`src/core/timer_pkg.sv`:
```
// Constants and types shared by the timer/event counter with capture
// What this block does
// - Interval mode: counter equal to compare clears to 0, keeps counting, raises compare irq.
// - Count clock chosen by prescaler mode bits 1:0.
// - Interval equals compare value plus one count clock periods; compare 0001H..FFFFH.
// - Clear modes set overflow whenever the count passes FFFFH: compare holds FFFFH, or compare was lowered below count.
// - Compare lowered below count: counter runs on, wraps, restarts at 0.
// - Event mode: counter steps once per valid edge of input a.
// - Event mode: count equal to compare clears to 0 and raises compare irq.
// - Input a edge type from prescaler mode bits 5:4.
// - Event mode samples input a every clock; edge accepted after two equal samples.
// - After event start, counting begins only after a filtered valid edge.
// - Capture inputs sampled on the count clock; two equal samples before capture.
// - Free-running: input a edge latches counter into register b, raises its irq.
// - Input b edge latches counter into register a, raises compare/capture irq.
// - Input b edge type from prescaler mode bits 7:6.
// - Free-running wrap sets the overflow flag.
// - Clock select: 00 clock, 01 clock/4, 10 clock/256, 11 input a edges.
// - Edge select: 00 falling, 01 rising, 11 both, 10 prohibited.
package timer_pkg;

    localparam int CNT_W = 16;
    localparam int DIV_W = 8;

    // Prescaler mode register field positions
    localparam int CKSEL_LSB = 0;
    localparam int EDGE_A_LSB = 4;
    localparam int EDGE_B_LSB = 6;

    // Capture/compare control bit: register a captures on input b
    localparam int CAP_A_BIT = 0;

    // Values after reset, and the counter top value
    localparam logic [CNT_W-1:0] COUNT_RST = 16'h0000;
    localparam logic [CNT_W-1:0] COUNT_MAX = 16'hFFFF;
    localparam logic [CNT_W-1:0] REG_RST = 16'h0000;
    localparam logic [DIV_W-1:0] DIV_RST = 8'h00;

    // Divider terminal values for the prescaled clocks
    localparam logic [DIV_W-1:0] DIV4_MASK = 8'h03;
    localparam logic [DIV_W-1:0] DIV256_MASK = 8'hFF;

    typedef enum logic [1:0] {
        CK_FULL,
        CK_DIV4,
        CK_DIV256,
        CK_EDGE_A
    } clock_sel_t;

    typedef enum logic [1:0] {
        EDGE_FALL,
        EDGE_RISE,
        EDGE_BAD,
        EDGE_BOTH
    } edge_sel_t;

    // Timer mode control values
    typedef enum logic [1:0] {
        MODE_STOP,
        MODE_FREE,
        MODE_CLEAR,
        MODE_RSVD
    } op_mode_t;

    typedef struct packed {
        logic prev;
        logic level;
        logic edge_seen;
    } filter_state_t;

    typedef struct packed {
        logic [CNT_W-1:0] counter;
        logic [CNT_W-1:0] reg_a;
        logic [CNT_W-1:0] reg_b;
        logic [DIV_W-1:0] div;
        logic ovf;
        logic irq_a;
        logic irq_b;
    } timer_state_t;

endpackage

```
`src/core/edge_filter.sv`:
```
// Two-sample noise eliminator and valid edge detector for one timer input
`timescale 1ns/10ps
`default_nettype none
module edge_filter
    import timer_pkg::*;
(
    // Clock and reset
    input wire logic core_clk_i,
    input wire logic reset_i,
    // Control
    input wire logic enable_i,
    input wire logic sample_i,
    input wire logic [1:0] edge_sel_i,
    // Pin and result
    input wire logic pin_i,
    output logic valid_edge_o
);

    filter_state_t state;
    filter_state_t next_state;
    logic rise;
    logic fall;

    always_comb begin
        next_state = state;
        next_state.edge_seen = 1'b0;
        rise = 1'b0;
        fall = 1'b0;
        if (!enable_i) begin
            // Stopped: level forced low so a high pin is seen as rising on start
            next_state.prev = 1'b0;
            next_state.level = 1'b0;
        end else if (sample_i) begin
            next_state.prev = pin_i;
            if (pin_i == state.prev && pin_i != state.level) begin
                next_state.level = pin_i;
                rise = pin_i;
                fall = !pin_i;
            end
            case (edge_sel_i)
                EDGE_FALL: next_state.edge_seen = fall;
                EDGE_RISE: next_state.edge_seen = rise;
                EDGE_BOTH: next_state.edge_seen = rise | fall;
                default: next_state.edge_seen = 1'b0;
            endcase
        end
    end

    always_ff @(posedge core_clk_i) begin
        if (reset_i) begin
            state <= '0;
        end else begin
            state <= next_state;
        end
    end

    assign valid_edge_o = state.edge_seen;

endmodule
`default_nettype wire

```
`src/core/timer_event_counter_capture.sv`:
```
// Timer/event counter with compare match and dual capture
`timescale 1ns/10ps
`default_nettype none
module timer_event_counter_capture
    import timer_pkg::*;
#(
    parameter int COUNT_WIDTH = 16
)(
    // Clock and reset
    input wire logic core_clk_i,
    input wire logic reset_i,
    // Timer mode control
    input wire logic [1:0] timer_mode_control_i,
    // Capture/compare control
    input wire logic [7:0] capture_compare_control_i,
    // Prescaler mode register
    input wire logic [7:0] prescaler_mode_reg_i,
    // Compare register write
    input wire logic compare_wr_i,
    input wire logic [COUNT_WIDTH-1:0] compare_data_i,
    // Overflow flag clear
    input wire logic overflow_clr_i,
    // Timer input pins
    input wire logic timer_input_a_i,
    input wire logic timer_input_b_i,
    // Counter and register contents
    output logic [COUNT_WIDTH-1:0] main_counter_o,
    output logic [COUNT_WIDTH-1:0] compare_capture_reg_a_o,
    output logic [COUNT_WIDTH-1:0] capture_reg_b_o,
    // Status and interrupt requests
    output logic overflow_flag_o,
    output logic compare_a_irq_o,
    output logic capture_b_irq_o
);

    // Refused at elaboration: the logic serves only the 16-bit counter
    if (COUNT_WIDTH != CNT_W) begin
        $error("COUNT_WIDTH must equal the 16-bit counter width");
    end

    timer_state_t state;
    timer_state_t next_state;

    op_mode_t mode;
    clock_sel_t clock_sel;
    edge_sel_t edge_a_sel;
    edge_sel_t edge_b_sel;

    logic running;
    logic event_mode;
    logic cap_a_enable;
    logic div_tick;
    logic count_tick;
    logic sample_tick;
    logic edge_a;
    logic edge_b;
    logic match;
    logic wrap;

    // Field decode
    always_comb begin
        mode = op_mode_t'(timer_mode_control_i);
        clock_sel = clock_sel_t'(prescaler_mode_reg_i[CKSEL_LSB +: 2]);
        edge_a_sel = edge_sel_t'(prescaler_mode_reg_i[EDGE_A_LSB +: 2]);
        edge_b_sel = edge_sel_t'(prescaler_mode_reg_i[EDGE_B_LSB +: 2]);
        cap_a_enable = capture_compare_control_i[CAP_A_BIT];
        running = (mode == MODE_FREE) || (mode == MODE_CLEAR);
        event_mode = (clock_sel == CK_EDGE_A);
    end

    // Count clock selection
    always_comb begin
        case (clock_sel)
            CK_FULL: div_tick = 1'b1;
            CK_DIV4: div_tick = ((state.div & DIV4_MASK) == DIV4_MASK);
            CK_DIV256: div_tick = ((state.div & DIV256_MASK) == DIV256_MASK);
            default: div_tick = 1'b0;
        endcase
    end

    // Event counting filters every clock, capture on the count clock
    always_comb begin
        if (event_mode) begin
            sample_tick = 1'b1;
            count_tick = edge_a;
        end else begin
            sample_tick = div_tick;
            count_tick = div_tick;
        end
    end

    edge_filter filter_a (
        .core_clk_i(core_clk_i),
        .reset_i(reset_i),
        .enable_i(running),
        .sample_i(sample_tick),
        .edge_sel_i(edge_a_sel),
        .pin_i(timer_input_a_i),
        .valid_edge_o(edge_a)
    );

    edge_filter filter_b (
        .core_clk_i(core_clk_i),
        .reset_i(reset_i),
        .enable_i(running),
        .sample_i(sample_tick),
        .edge_sel_i(edge_b_sel),
        .pin_i(timer_input_b_i),
        .valid_edge_o(edge_b)
    );

    always_comb begin
        match = !cap_a_enable && (state.counter == state.reg_a);
        wrap = (state.counter == COUNT_MAX);
    end

    always_comb begin
        next_state = state;
        next_state.irq_a = 1'b0;
        next_state.irq_b = 1'b0;

        // Software clear first, so a hardware set below wins
        if (overflow_clr_i) begin
            next_state.ovf = 1'b0;
        end

        // Prescaler divider runs only while the timer runs
        if (running) begin
            next_state.div = state.div + 8'h01;
        end else begin
            next_state.div = DIV_RST;
        end

        // Compare register write, ignored while register a captures
        if (compare_wr_i && !cap_a_enable) begin
            next_state.reg_a = compare_data_i;
        end

        if (!running) begin
            next_state.counter = COUNT_RST;
        end else if (count_tick) begin
            if (mode == MODE_CLEAR && match) begin
                next_state.counter = COUNT_RST;
                next_state.irq_a = 1'b1;
                if (wrap) begin
                    next_state.ovf = 1'b1;
                end
            end else if (wrap) begin
                next_state.counter = COUNT_RST;
                next_state.ovf = 1'b1;
            end else begin
                next_state.counter = state.counter + 16'h0001;
                if (mode == MODE_FREE && match) begin
                    next_state.irq_a = 1'b1;
                end
            end
        end

        // Captures latch the whole counter value at once
        if (running && !event_mode) begin
            if (edge_a) begin
                next_state.reg_b = state.counter;
                next_state.irq_b = 1'b1;
            end
            if (edge_b && cap_a_enable) begin
                next_state.reg_a = state.counter;
                next_state.irq_a = 1'b1;
            end
        end

    end

    always_ff @(posedge core_clk_i) begin
        if (reset_i) begin
            state <= '{counter: COUNT_RST, reg_a: REG_RST, reg_b: REG_RST,
                       div: DIV_RST, ovf: 1'b0, irq_a: 1'b0, irq_b: 1'b0};
        end else begin
            state <= next_state;
        end
    end

    // Outputs straight from state flip-flops
    assign main_counter_o = state.counter;
    assign compare_capture_reg_a_o = state.reg_a;
    assign capture_reg_b_o = state.reg_b;
    assign overflow_flag_o = state.ovf;
    assign compare_a_irq_o = state.irq_a;
    assign capture_b_irq_o = state.irq_b;

endmodule
`default_nettype wire

```
`config.mk`:
```
export PLATFORM = sky130hd
export DESIGN_NAME = timer_event_counter_capture
export DESIGN_NICKNAME = d
export VERILOG_FILES = /design/src/core/timer_pkg.sv /design/src/core/edge_filter.sv /design/src/core/timer_event_counter_capture.sv
export SDC_FILE = /design/constraint.sdc
export NUM_CORES = 1
export LEC_CHECK = 0
export BUFFER_PORTS_ARGS = -buffer_cell sky130_fd_sc_hd__buf_2
export CAP_MARGIN = 20
export CORE_ASPECT_RATIO = 0.9
export CORE_MARGIN = 4
export CORE_UTILIZATION = 40
export DETAILED_ROUTE_END_ITERATION = 10
export HOLD_SLACK_MARGIN = 0.12
export PLACE_DENSITY_LB_ADDON = 0.2
export SLEW_MARGIN = 20
export SYNTH_ARGS = -nofsm -noshare
export SYNTH_HDL_FRONTEND = slang
export SYNTH_SLANG_ARGS = --single-unit
```
`constraint.sdc`:
```
create_clock -name core_clk_i -period 2.1 [get_ports core_clk_i]
set_clock_uncertainty 0.15 [all_clocks]
set_input_delay 0.21 -clock core_clk_i [delete_from_list [all_inputs] [get_ports core_clk_i]]
set_output_delay 0.21 -clock core_clk_i [all_outputs]
set_load 0.01 [all_outputs]
```
==> metrics, run 1 <==
Clock Latency Late Sink=roughly 0.35 ns; R2R Path End=main_counter_o[14]; HP Class=in2reg; core area=~8200 sq um; layout cells sized above 1=0.3498; DIE AREA=slightly above 10000 sq um; Pwr Total=2534 uW; Slew Viols, Final=0; clock-pin slew of the registers on the worst-case setup and hold paths=roughly 0.070 ns; worst-path fanout max=3; nature of the critical path startpoint=register; DRT Pass-1 Iters=4; cell area after placement=approximately 3900 sq um; Post-Syn Area=3458 sq um; Worst slew margin=0.7194; library cells used by synthesis=48; CP required=approximately 2.2 ns; most frequent cell after synthesis=dfxtp_1; Final setup viols=0; synth warn=0; largest net degree at the start of global routing=34; worst hold path depth=5; overall routing resource usage=0.1828; Critical Path End Type=register; syn avg cell area=8.476 sq um; number of antenna diodes=0; Syn Inst Count=slightly above 400; leading register cell type out of synthesis=dfxtp_1; Via density=4.890; Final #Nets=around 550; ys async rst share=0; Crit Path Class=reg2reg; Post-Syn Nets=452; number of global-route vias before repair=roughly 3000; HP Start=prescaler_mode_reg_i[5]; FF+latch count, synth=between 60 and 70; f_max=0.4930 GHz; CTS Root Cell=clkbuf_8; Max clock buf depth=2; TritonCTS clock tree=done; Fin. Hold Viols=0; post-route cell area=~4400 sq um; IO Pins=91; initial antenna violation count=0; Avg WL per Cell=approximately 15 um; Cells after DPL=583; Synth area leaders=dfxtp_1, buf_4, nand2_1; Placer Congestion=between 0.9 and 1; die extent in y=slightly below 100 um; Arr. time, crit path=approximately 2.1 ns; Routed WL=~9000 um; slew of the pin with the lowest slew margin=0.4197 ns; Layout area overhead=27.35%; H-tree levels=3; Port Buffer Count=between 80 and 90; Site Rows=31; fin crit share=0.9658; die width=about 110 um; Overflow after GRT=0; TritonCTS buffer count=9; Initial Util=0.4206; fill cell count=around 800; placed wire-length estimate=between 6000 and 7000 um; Reg2Reg Setup Slack=roughly 0.072 ns; dominant cell type by area after synthesis=dfxtp_1; synth cell count leaders=dfxtp_1, buf_4, nand2_1; VDD IR-drop max=roughly 0.00038 V; first-pass GRT wire length=14500 um; Hold EP=filter_a.valid_edge_o; leakage=between 0.0015 and 0.002 uW; antenna-violating nets left=0; sequential area share after synthesis=0.3763; DRC viols=0; Worst R2R Start=compare_capture_reg_a_o[14]; total clock sinks=between 60 and 70; PwrDens=575.4 nW/um^2; fin util=0.5356; drt initial violations=50; crit path launch=compare_capture_reg_a_o[14]; max-cap violation count=0; RSZ-0062 raised after global routing=true; pre-CTS setup slack=between 0.01 and 0.015 ns; reg2reg path depth=7; fin cells=a little over 600; Final Critical Period=approximately 2.0 ns; setup slack after layout=approximately 0.07 ns; Vias=just over 3000; status=completed; Yosys top cell area share=0.3763; count of flip-flops with a built-in enable after synthesis=0
[critical path: stages (launching register included)]
cell       delay [ns]
dfxtp_1          0.32
xnor2_1          0.18
o2111ai_2        0.17
a2111oi_4        0.34
buf_4            0.19
a41oi_4          0.12
and3_1           0.20
a221o_1          0.25
[through the flow]
step	TNS, ns	hold WS (ns)
6_report	0	0.2336
5_1_grt	-0.1522	0.2827
4_1_cts	0	0.2223
3_5_place_dp	0	0.2943
3_3_place_gp	0	0.2914
2_1_floorplan	0	0.2039
[metal layers]
layer  wire [um]  part of all wire  up-vias  GRT usage
li1            -                 -     1531          -
met1        3894              0.43     1406     0.2022
met2        4401              0.49       80     0.3275
met3         467             0.052       20    0.05298
met4         264             0.029        0    0.08522
met5           0                 0        -          0
[cell families after synthesis]
family,after synthesis,synth area share
AND/OR/NAND/NOR,145,0.1961
buffers and inverters,84,0.1527
AO/OA/AOI/OAI,65,0.1382
flip-flops,65,0.3763
XOR/XNOR,28,0.07308
multiplexers,17,0.04920
adder cells (fa/ha/maj),4,0.01447
[power breakdown]
group / switching [uW] / internal, uW
Combinational: 169 / 169
Sequential: 21.0 / 1260
Clock: 474 / 446
Total: 664 / 1870
[how the worst max path moves through the flow]
stage | to | depth (start not counted) | slack (ns)
2_1_floorplan | main_counter_o[10] | 7 | 0.03
3_3_place_gp | main_counter_o[5] | 9 | 0.02
3_5_place_dp | main_counter_o[14] | 7 | 0.01
4_1_cts | main_counter_o[4] | 9 | 0.003
5_1_grt | main_counter_o[4] | 9 | -0.03
6_report | main_counter_o[14] | 7 | 0.07
[what timing repair did]
item	in CTS	in global routing
hold buffers	22	0
buffers inserted	0	1
hold endpoints to repair	28	0
pin swaps	0	11
endpoints found under the setup margin	1	15
gates resized for setup	1	20
[layout make-up]
type                            instances  area (sq um)  area share
Sequential cell                        65          1310      0.2974
Tap cell                              115         143.9     0.03267
Inverter                               11         41.29    0.009375
Clock inverter                          4         20.02    0.004545
Multi-Input combinational cell        259          1708      0.3878
Clock buffer                           11         141.4     0.03210
Timing Repair Buffer                  156          1040      0.2361
[sequential cells by signal, summed over array words and instances, names as in the netlist]
signal and cells:
filter_a.state 2, filter_a.valid_edge_o 1, filter_b.valid_edge_o 1, filter_b.state 2, overflow_flag_o 1, capture_reg_b_o 16
main_counter_o 16, compare_a_irq_o 1, state 8, compare_capture_reg_a_o 16, capture_b_irq_o 1
[placed cells by master, fill, tap and decap left out, drive strengths merged, types with 12 or more instances in the layout]
cell and count:
buf 134, xor2 12, dlygate4sd3 22, nand3 14, mux2i 17, a211oi 17, dfxtp 65, nor2 41
a21oi 26, xnor2 16, nand4 13, nand2 47
Power figures use the tool's default switching activity.
==> run 2, diff against run 1 <==
--- a/config.mk
+++ b/config.mk
@@ -11,4 +11,5 @@
 export CORE_MARGIN = 4
 export CORE_UTILIZATION = 40
+export CTS_BUF_LIST = sky130_fd_sc_hd__clkbuf_8
 export DETAILED_ROUTE_END_ITERATION = 10
 export HOLD_SLACK_MARGIN = 0.12
==> constraint.sdc (replaced) <==
create_clock -name core_clk_i -period 2.1 [get_ports core_clk_i]
set_clock_uncertainty 0.15 [all_clocks]
set_input_delay 0.105 -clock core_clk_i [delete_from_list [all_inputs] [get_ports core_clk_i]]
set_output_delay 0.105 -clock core_clk_i [all_outputs]
set_load 0.01 [all_outputs]
==> run 2 against run 1 <==
  * Non-clock buffer count shrank 4
  * First-iteration DRC count grew 80%
  * Sequential cell count is the same
  * Clock power rose by 15%
  * Die area unchanged
  * Via count increased by 0.86%
  * Global-route usage about the same
  * Sequential share of layout area up 0.38 points
  * Cell area down 0.71%
  * Sequential power about the same
  * Register-to-register slack is essentially flat
  * Critical path depth did not move
  * Critical path type unchanged
  * Highest routed layer unchanged
==> metrics, run 2 (synthesis results as in run 1) <==
Via density=4.964 (+1.5%); VDD IR-drop max=0.0003284 V (-14%); antenna-violating nets left=0 (unchanged); Port Buffer Count=81 (unchanged); Crit Path Class=reg2reg; TritonCTS buffer count=9 (unchanged); Final Critical Period=2.038 ns (+0.009511 ns); CP required=2.18 ns (about the same); Layout area overhead=26.45%; die width=106.0 um (unchanged); Arr. time, crit path=2.12 ns (about the same); Vias=3063 (+0.86%); core area=8223 sq um (unchanged); PwrDens=610.4 nW/um^2 (+6.1%); TNS Setup=0 ns (unchanged); HP Start=prescaler_mode_reg_i[5]; fill cell count=777 (-2.8%); Hold EP=filter_a.valid_edge_o; Routed WL=9065 um (+0.41%); die extent in y=96.21 um (unchanged); R2R Path End=main_counter_o[14]; Max clock buf depth=2 (unchanged); Worst slew margin=0.6066 (-0.1128); placed wire-length estimate=6564 um (-1.1%); layout cells sized above 1=0.3386 (-0.01116); slew of the pin with the lowest slew margin=0.5887 ns (+0.1691 ns); fin cells=617 (-0.64%); DRT Pass-1 Iters=4 (unchanged); DRC viols=0 (unchanged); Placer Congestion=0.8688 (-3.9%); DIE AREA=10200 sq um (unchanged); Final setup viols=0 (unchanged); number of global-route vias before repair=3003 (+0.81%); Slew Viols, Final=0 (unchanged); post-route cell area=4373 sq um (-0.71%); total clock sinks=65 (unchanged); Critical Path End Type=register; status=completed; largest net degree at the start of global routing=36 (+5.9%); Fin. Hold Viols=0 (unchanged); IO Pins=91 (unchanged); Final #Nets=542 (-0.73%); Initial Util=0.4206 (unchanged); Cells after DPL=578 (-0.86%); fin crit share=0.9703 (+0.004529); Avg WL per Cell=14.69 um (+1.1%); worst-path fanout max=4 (+1); nature of the critical path startpoint=register; commonest cells after routing, fill and taps aside=buf_2, dfxtp_1, buf_4; Overflow after GRT=0 (unchanged); f_max=0.4907 GHz (-0.47%); HP Class=in2reg; leading cell type in the layout, fill and taps excluded=buf_2; fin util=0.5318 (-0.003804); Clock Latency Late Sink=0.34 ns (about the same); CTS Root Cell=clkbuf_8; leakage=0.001891 uW (-0.33%); cell area after placement=3876 sq um (-1.3%); initial antenna violation count=0 (unchanged); worst hold path depth=5 (unchanged); RSZ-0062 raised after global routing=true; TritonCTS clock tree=done; overall routing resource usage=0.1831 (+0.0002352); max-cap violation count=0 (unchanged); first-pass GRT wire length=14610 um (+0.81%); Reg2Reg Setup Slack=0.06 ns (about the same); number of antenna diodes=0 (unchanged); drt initial violations=90 (+80%); reg2reg path depth=7 (unchanged); Site Rows=31 (unchanged); H-tree levels=3 (unchanged); Pwr Total=2669 uW (+5.3%); Worst R2R Start=main_counter_o[6]; clock-pin slew of the registers on the worst-case setup and hold paths=0.07 ns (about the same)
-- run 2: cell types whose count changed in the layout (fill, tap and decap cells not counted), sizes merged --
cell / delta
bufinv: +1
inv: +1
buf: -4
clkinv: -2
-- run 2: report_power, final --
part	switching, uW	internal (uW)
clock network	464	598
logic	168	165
registers	21.7	1250
total	653	2020
-- run 2: what timing repair did --
action                                  4_1_cts  5_1_grt
hold buffers                                 22        0
endpoints found under the hold margin        24        0
pin swaps                                     1       14
buffers inserted                              0        2
endpoints found under the setup margin        7       14
resized for setup                             1       18
-- run 2: worst max-delay path by stage --
stage,start,endpoint,depth (start not counted)
2_1_floorplan,main_counter_o[0],main_counter_o[10],7
3_3_place_gp,main_counter_o[1],main_counter_o[15],9
3_5_place_dp,main_counter_o[1],main_counter_o[4],9
4_1_cts,main_counter_o[1],main_counter_o[5],9
5_1_grt,compare_capture_reg_a_o[12],main_counter_o[14],7
6_report,main_counter_o[6],main_counter_o[14],7
-- run 2: worst max-delay path: stages, from the launching register on --
cell and delay, ns:
dfxtp_4 0.38, xnor2_2 0.11, nand4_1 0.18, a2111oi_4 0.35, buf_4 0.19, a41oi_4 0.12
and3_1 0.21, a221o_1 0.25
-- run 2: routing by layer --
metal / global-route usage / share of wire / vias up
met5: 0 / 0 / -
li1: - / - / 1530
met4: 0.07228 / 0.022 / 0
met2: 0.3323 / 0.49 / 78
met3: 0.05097 / 0.046 / 16
met1: 0.2053 / 0.44 / 1439
-- run 2: through the flow --
stage          setup WS (ns)  hold WS (ns)
4_1_cts             0.007149        0.1213
2_1_floorplan        0.02534       0.09894
5_1_grt             -0.04150        0.1770
6_report             0.06227        0.1349
3_5_place_dp       -0.003372        0.2501
3_3_place_gp         0.05476        0.2408
-- run 2: cell type report --
cell class                 instances  area, sq um  area share
multi-input combinational        259         1678      0.3837
sequential                        65         1318      0.3013
timing repair buffer             152        997.2      0.2280
clock buffer                      11        151.4     0.03462
tap                              115        143.9     0.03290
clock inverter                     4        43.79     0.01001
inverter                          11        41.29    0.009442
==> run 3, diff against run 2 <==
CORE_UTILIZATION = 49   (was 40)
==> run 3 against run 2 <==
  * Non-clock buffer count is 3 lower
  * Worst hold slack better by 0.0045 ns
  * Core utilization rose by 11 points
  * Critical path depth did not move
  * Largest cell class unchanged
  * Via count down 2.4%
  * Die area is 17% lower
  * Maximum frequency is 1.4% lower
  * Register-to-register slack got worse by 0.03 ns
  * First-iteration DRC count is 49% higher
  * Combinational power barely moved
==> metrics, run 3 (synthesis results as in run 1) <==
Initial Util=0.5141 (+0.09356); die extent in y=87.70 um (-8.8%); IO Pins=91 (unchanged); HP Class=in2reg; Worst R2R Start=main_counter_o[6]; H-tree levels=3 (unchanged); DRC viols=0 (unchanged); TNS Setup=0 ns (unchanged); Power Internal=1968 uW (-2.4%); Vias=2988 (-2.4%); VDD IR-drop max=0.0003574 V (+8.8%); Critical Path End Type=register; Cells after DPL=551 (-4.7%); Fin. Hold Viols=0 (unchanged); core area=6726 sq um (-18%); Overflow after GRT=0 (unchanged); DIE AREA=8468 sq um (-17%); antenna-violating nets left=0 (unchanged); HP Start=prescaler_mode_reg_i[5]; worst-path fanout max=4 (unchanged); PwrDens=602.6 nW/um^2 (-1.3%); leading cell type in the layout, fill and taps excluded=buf_2; clock share of power=0.386 (-0.012); TritonCTS buffer count=9 (unchanged); R2R Path End=main_counter_o[14]; Final setup viols=0 (unchanged); Via density=5.064 (+2.0%); cell area after placement=3830 sq um (-1.2%); placed wire-length estimate=6151 um (-6.3%); initial antenna violation count=0 (unchanged); Seq pwr share=0.488 (+0.010); nature of the critical path startpoint=register; Final Critical Period=2.067 ns (+0.02888 ns); first-pass GRT wire length=13970 um (-4.4%); Reg2Reg Setup Slack=0.03 ns (-0.03 ns); leakage=0.001876 uW (-0.76%); slew of the pin with the lowest slew margin=0.5715 ns (-0.01718 ns); number of global-route vias before repair=2925 (-2.6%); worst hold path depth=5 (unchanged); overall routing resource usage=0.2134 (+0.03028); f_max=0.4839 GHz (-1.4%); clock-pin slew of the registers on the worst-case setup and hold paths=0.07 ns (about the same); Layout area overhead=25.54%; CP required=2.17 ns (about the same); TritonCTS clock tree=done; Max clock buf depth=2 (unchanged); DRT Pass-1 Iters=4 (unchanged); Site Rows=28 (-9.7%); Worst slew margin=0.6181 (+0.01148); commonest cells after routing, fill and taps aside=buf_2, dfxtp_1, nand2_1; Port Buffer Count=81 (unchanged); status=completed; Arr. time, crit path=2.14 ns (+0.02 ns); Final #Nets=539 (-0.55%); switch share=0.2476 (+0.002968); Placer Congestion=0.8797 (+1.3%); power share of the combinational group=0.127 (+0.003); largest net degree at the start of global routing=36 (unchanged); crit path launch=main_counter_o[6]; number of antenna diodes=0 (unchanged); CTS Root Cell=clkbuf_8; total clock sinks=65 (unchanged); reg2reg path depth=7 (unchanged); Hold EP=filter_a.valid_edge_o; Avg WL per Cell=14.64 um (-0.37%); max-cap violation count=0 (unchanged); RSZ-0062 raised after global routing=true; drt initial violations=134 (+49%); Slew Viols, Final=0 (unchanged); fin util=0.6455 (+0.1137); Routed WL=8636 um (-4.7%); Clock Latency Late Sink=0.34 ns (about the same); layout cells sized above 1=0.3440 (+0.005355); die width=96.56 um (-8.9%); fin crit share=0.9841 (+0.01375); Switch Pwr=647.8 uW (-0.80%); Crit Path Class=reg2reg; fin cells=590 (-4.4%); post-route cell area=4342 sq um (-0.72%)
-- run 3: stage by stage --
step / total power [uW] / setup WS (ns) / hold WS (ns)
detailed placement: 1586 / -0.02088 / 0.2423
global placement: 1581 / 0.03404 / 0.2370
CTS: 2631 / 0.03715 / 0.1404
finish: 2616 / 0.03340 / 0.1393
global route: 2723 / -0.07021 / 0.1664
floorplan: 1482 / 0.02534 / 0.09894
-- run 3: worst max-delay path, cell delays in order (launching register included) --
cell	delay, ns
dfxtp_4	0.37
xnor2_2	0.15
nand4_1	0.17
a2111oi_4	0.35
buf_4	0.19
a41oi_4	0.11
and3_1	0.20
a221o_1	0.26
-- run 3: worst max-delay path by stage --
stage | endpoint | cells past startpoint
after floorplan | main_counter_o[10] | 7
after global placement | main_counter_o[14] | 7
after detailed placement | main_counter_o[14] | 7
after CTS | main_counter_o[14] | 7
after global routing | main_counter_o[14] | 7
final | main_counter_o[14] | 7
-- run 3: cell type report --
type	instances	area (sq um)
sequential	65	1314
multi-input combinational	259	1707
tap	90	112.6
clock inverter	3	13.76
timing repair buffer	149	974.7
fill	593	2385
clock buffer	13	178.9
inverter	11	41.29
-- run 3: routing by layer --
layer / up-vias / GRT usage / wire length [um]
li1: 1522 / - / -
met1: 1397 / 0.2542 / 3687
met2: 61 / 0.3766 / 4451
met3: 8 / 0.06014 / 404
met4: 0 / 0.05605 / 93
met5: - / 0 / 0
-- run 3: what timing repair did --
item,CTS,global route
endpoints found under the setup margin,1,14
buffers inserted,0,1
hold buffers,22,0
resized for setup,1,21
pin swaps,0,6
hold endpoints to repair,25,0
-- run 3: power by group through the flow --
stage	Clock (uW)	Sequential, uW	Combinational, uW
floorplan	0	1300	182
global placement	0	1300	280
detailed placement	0	1300	284
CTS	1040	1270	317
global route	1090	1280	359
finish	1010	1280	332
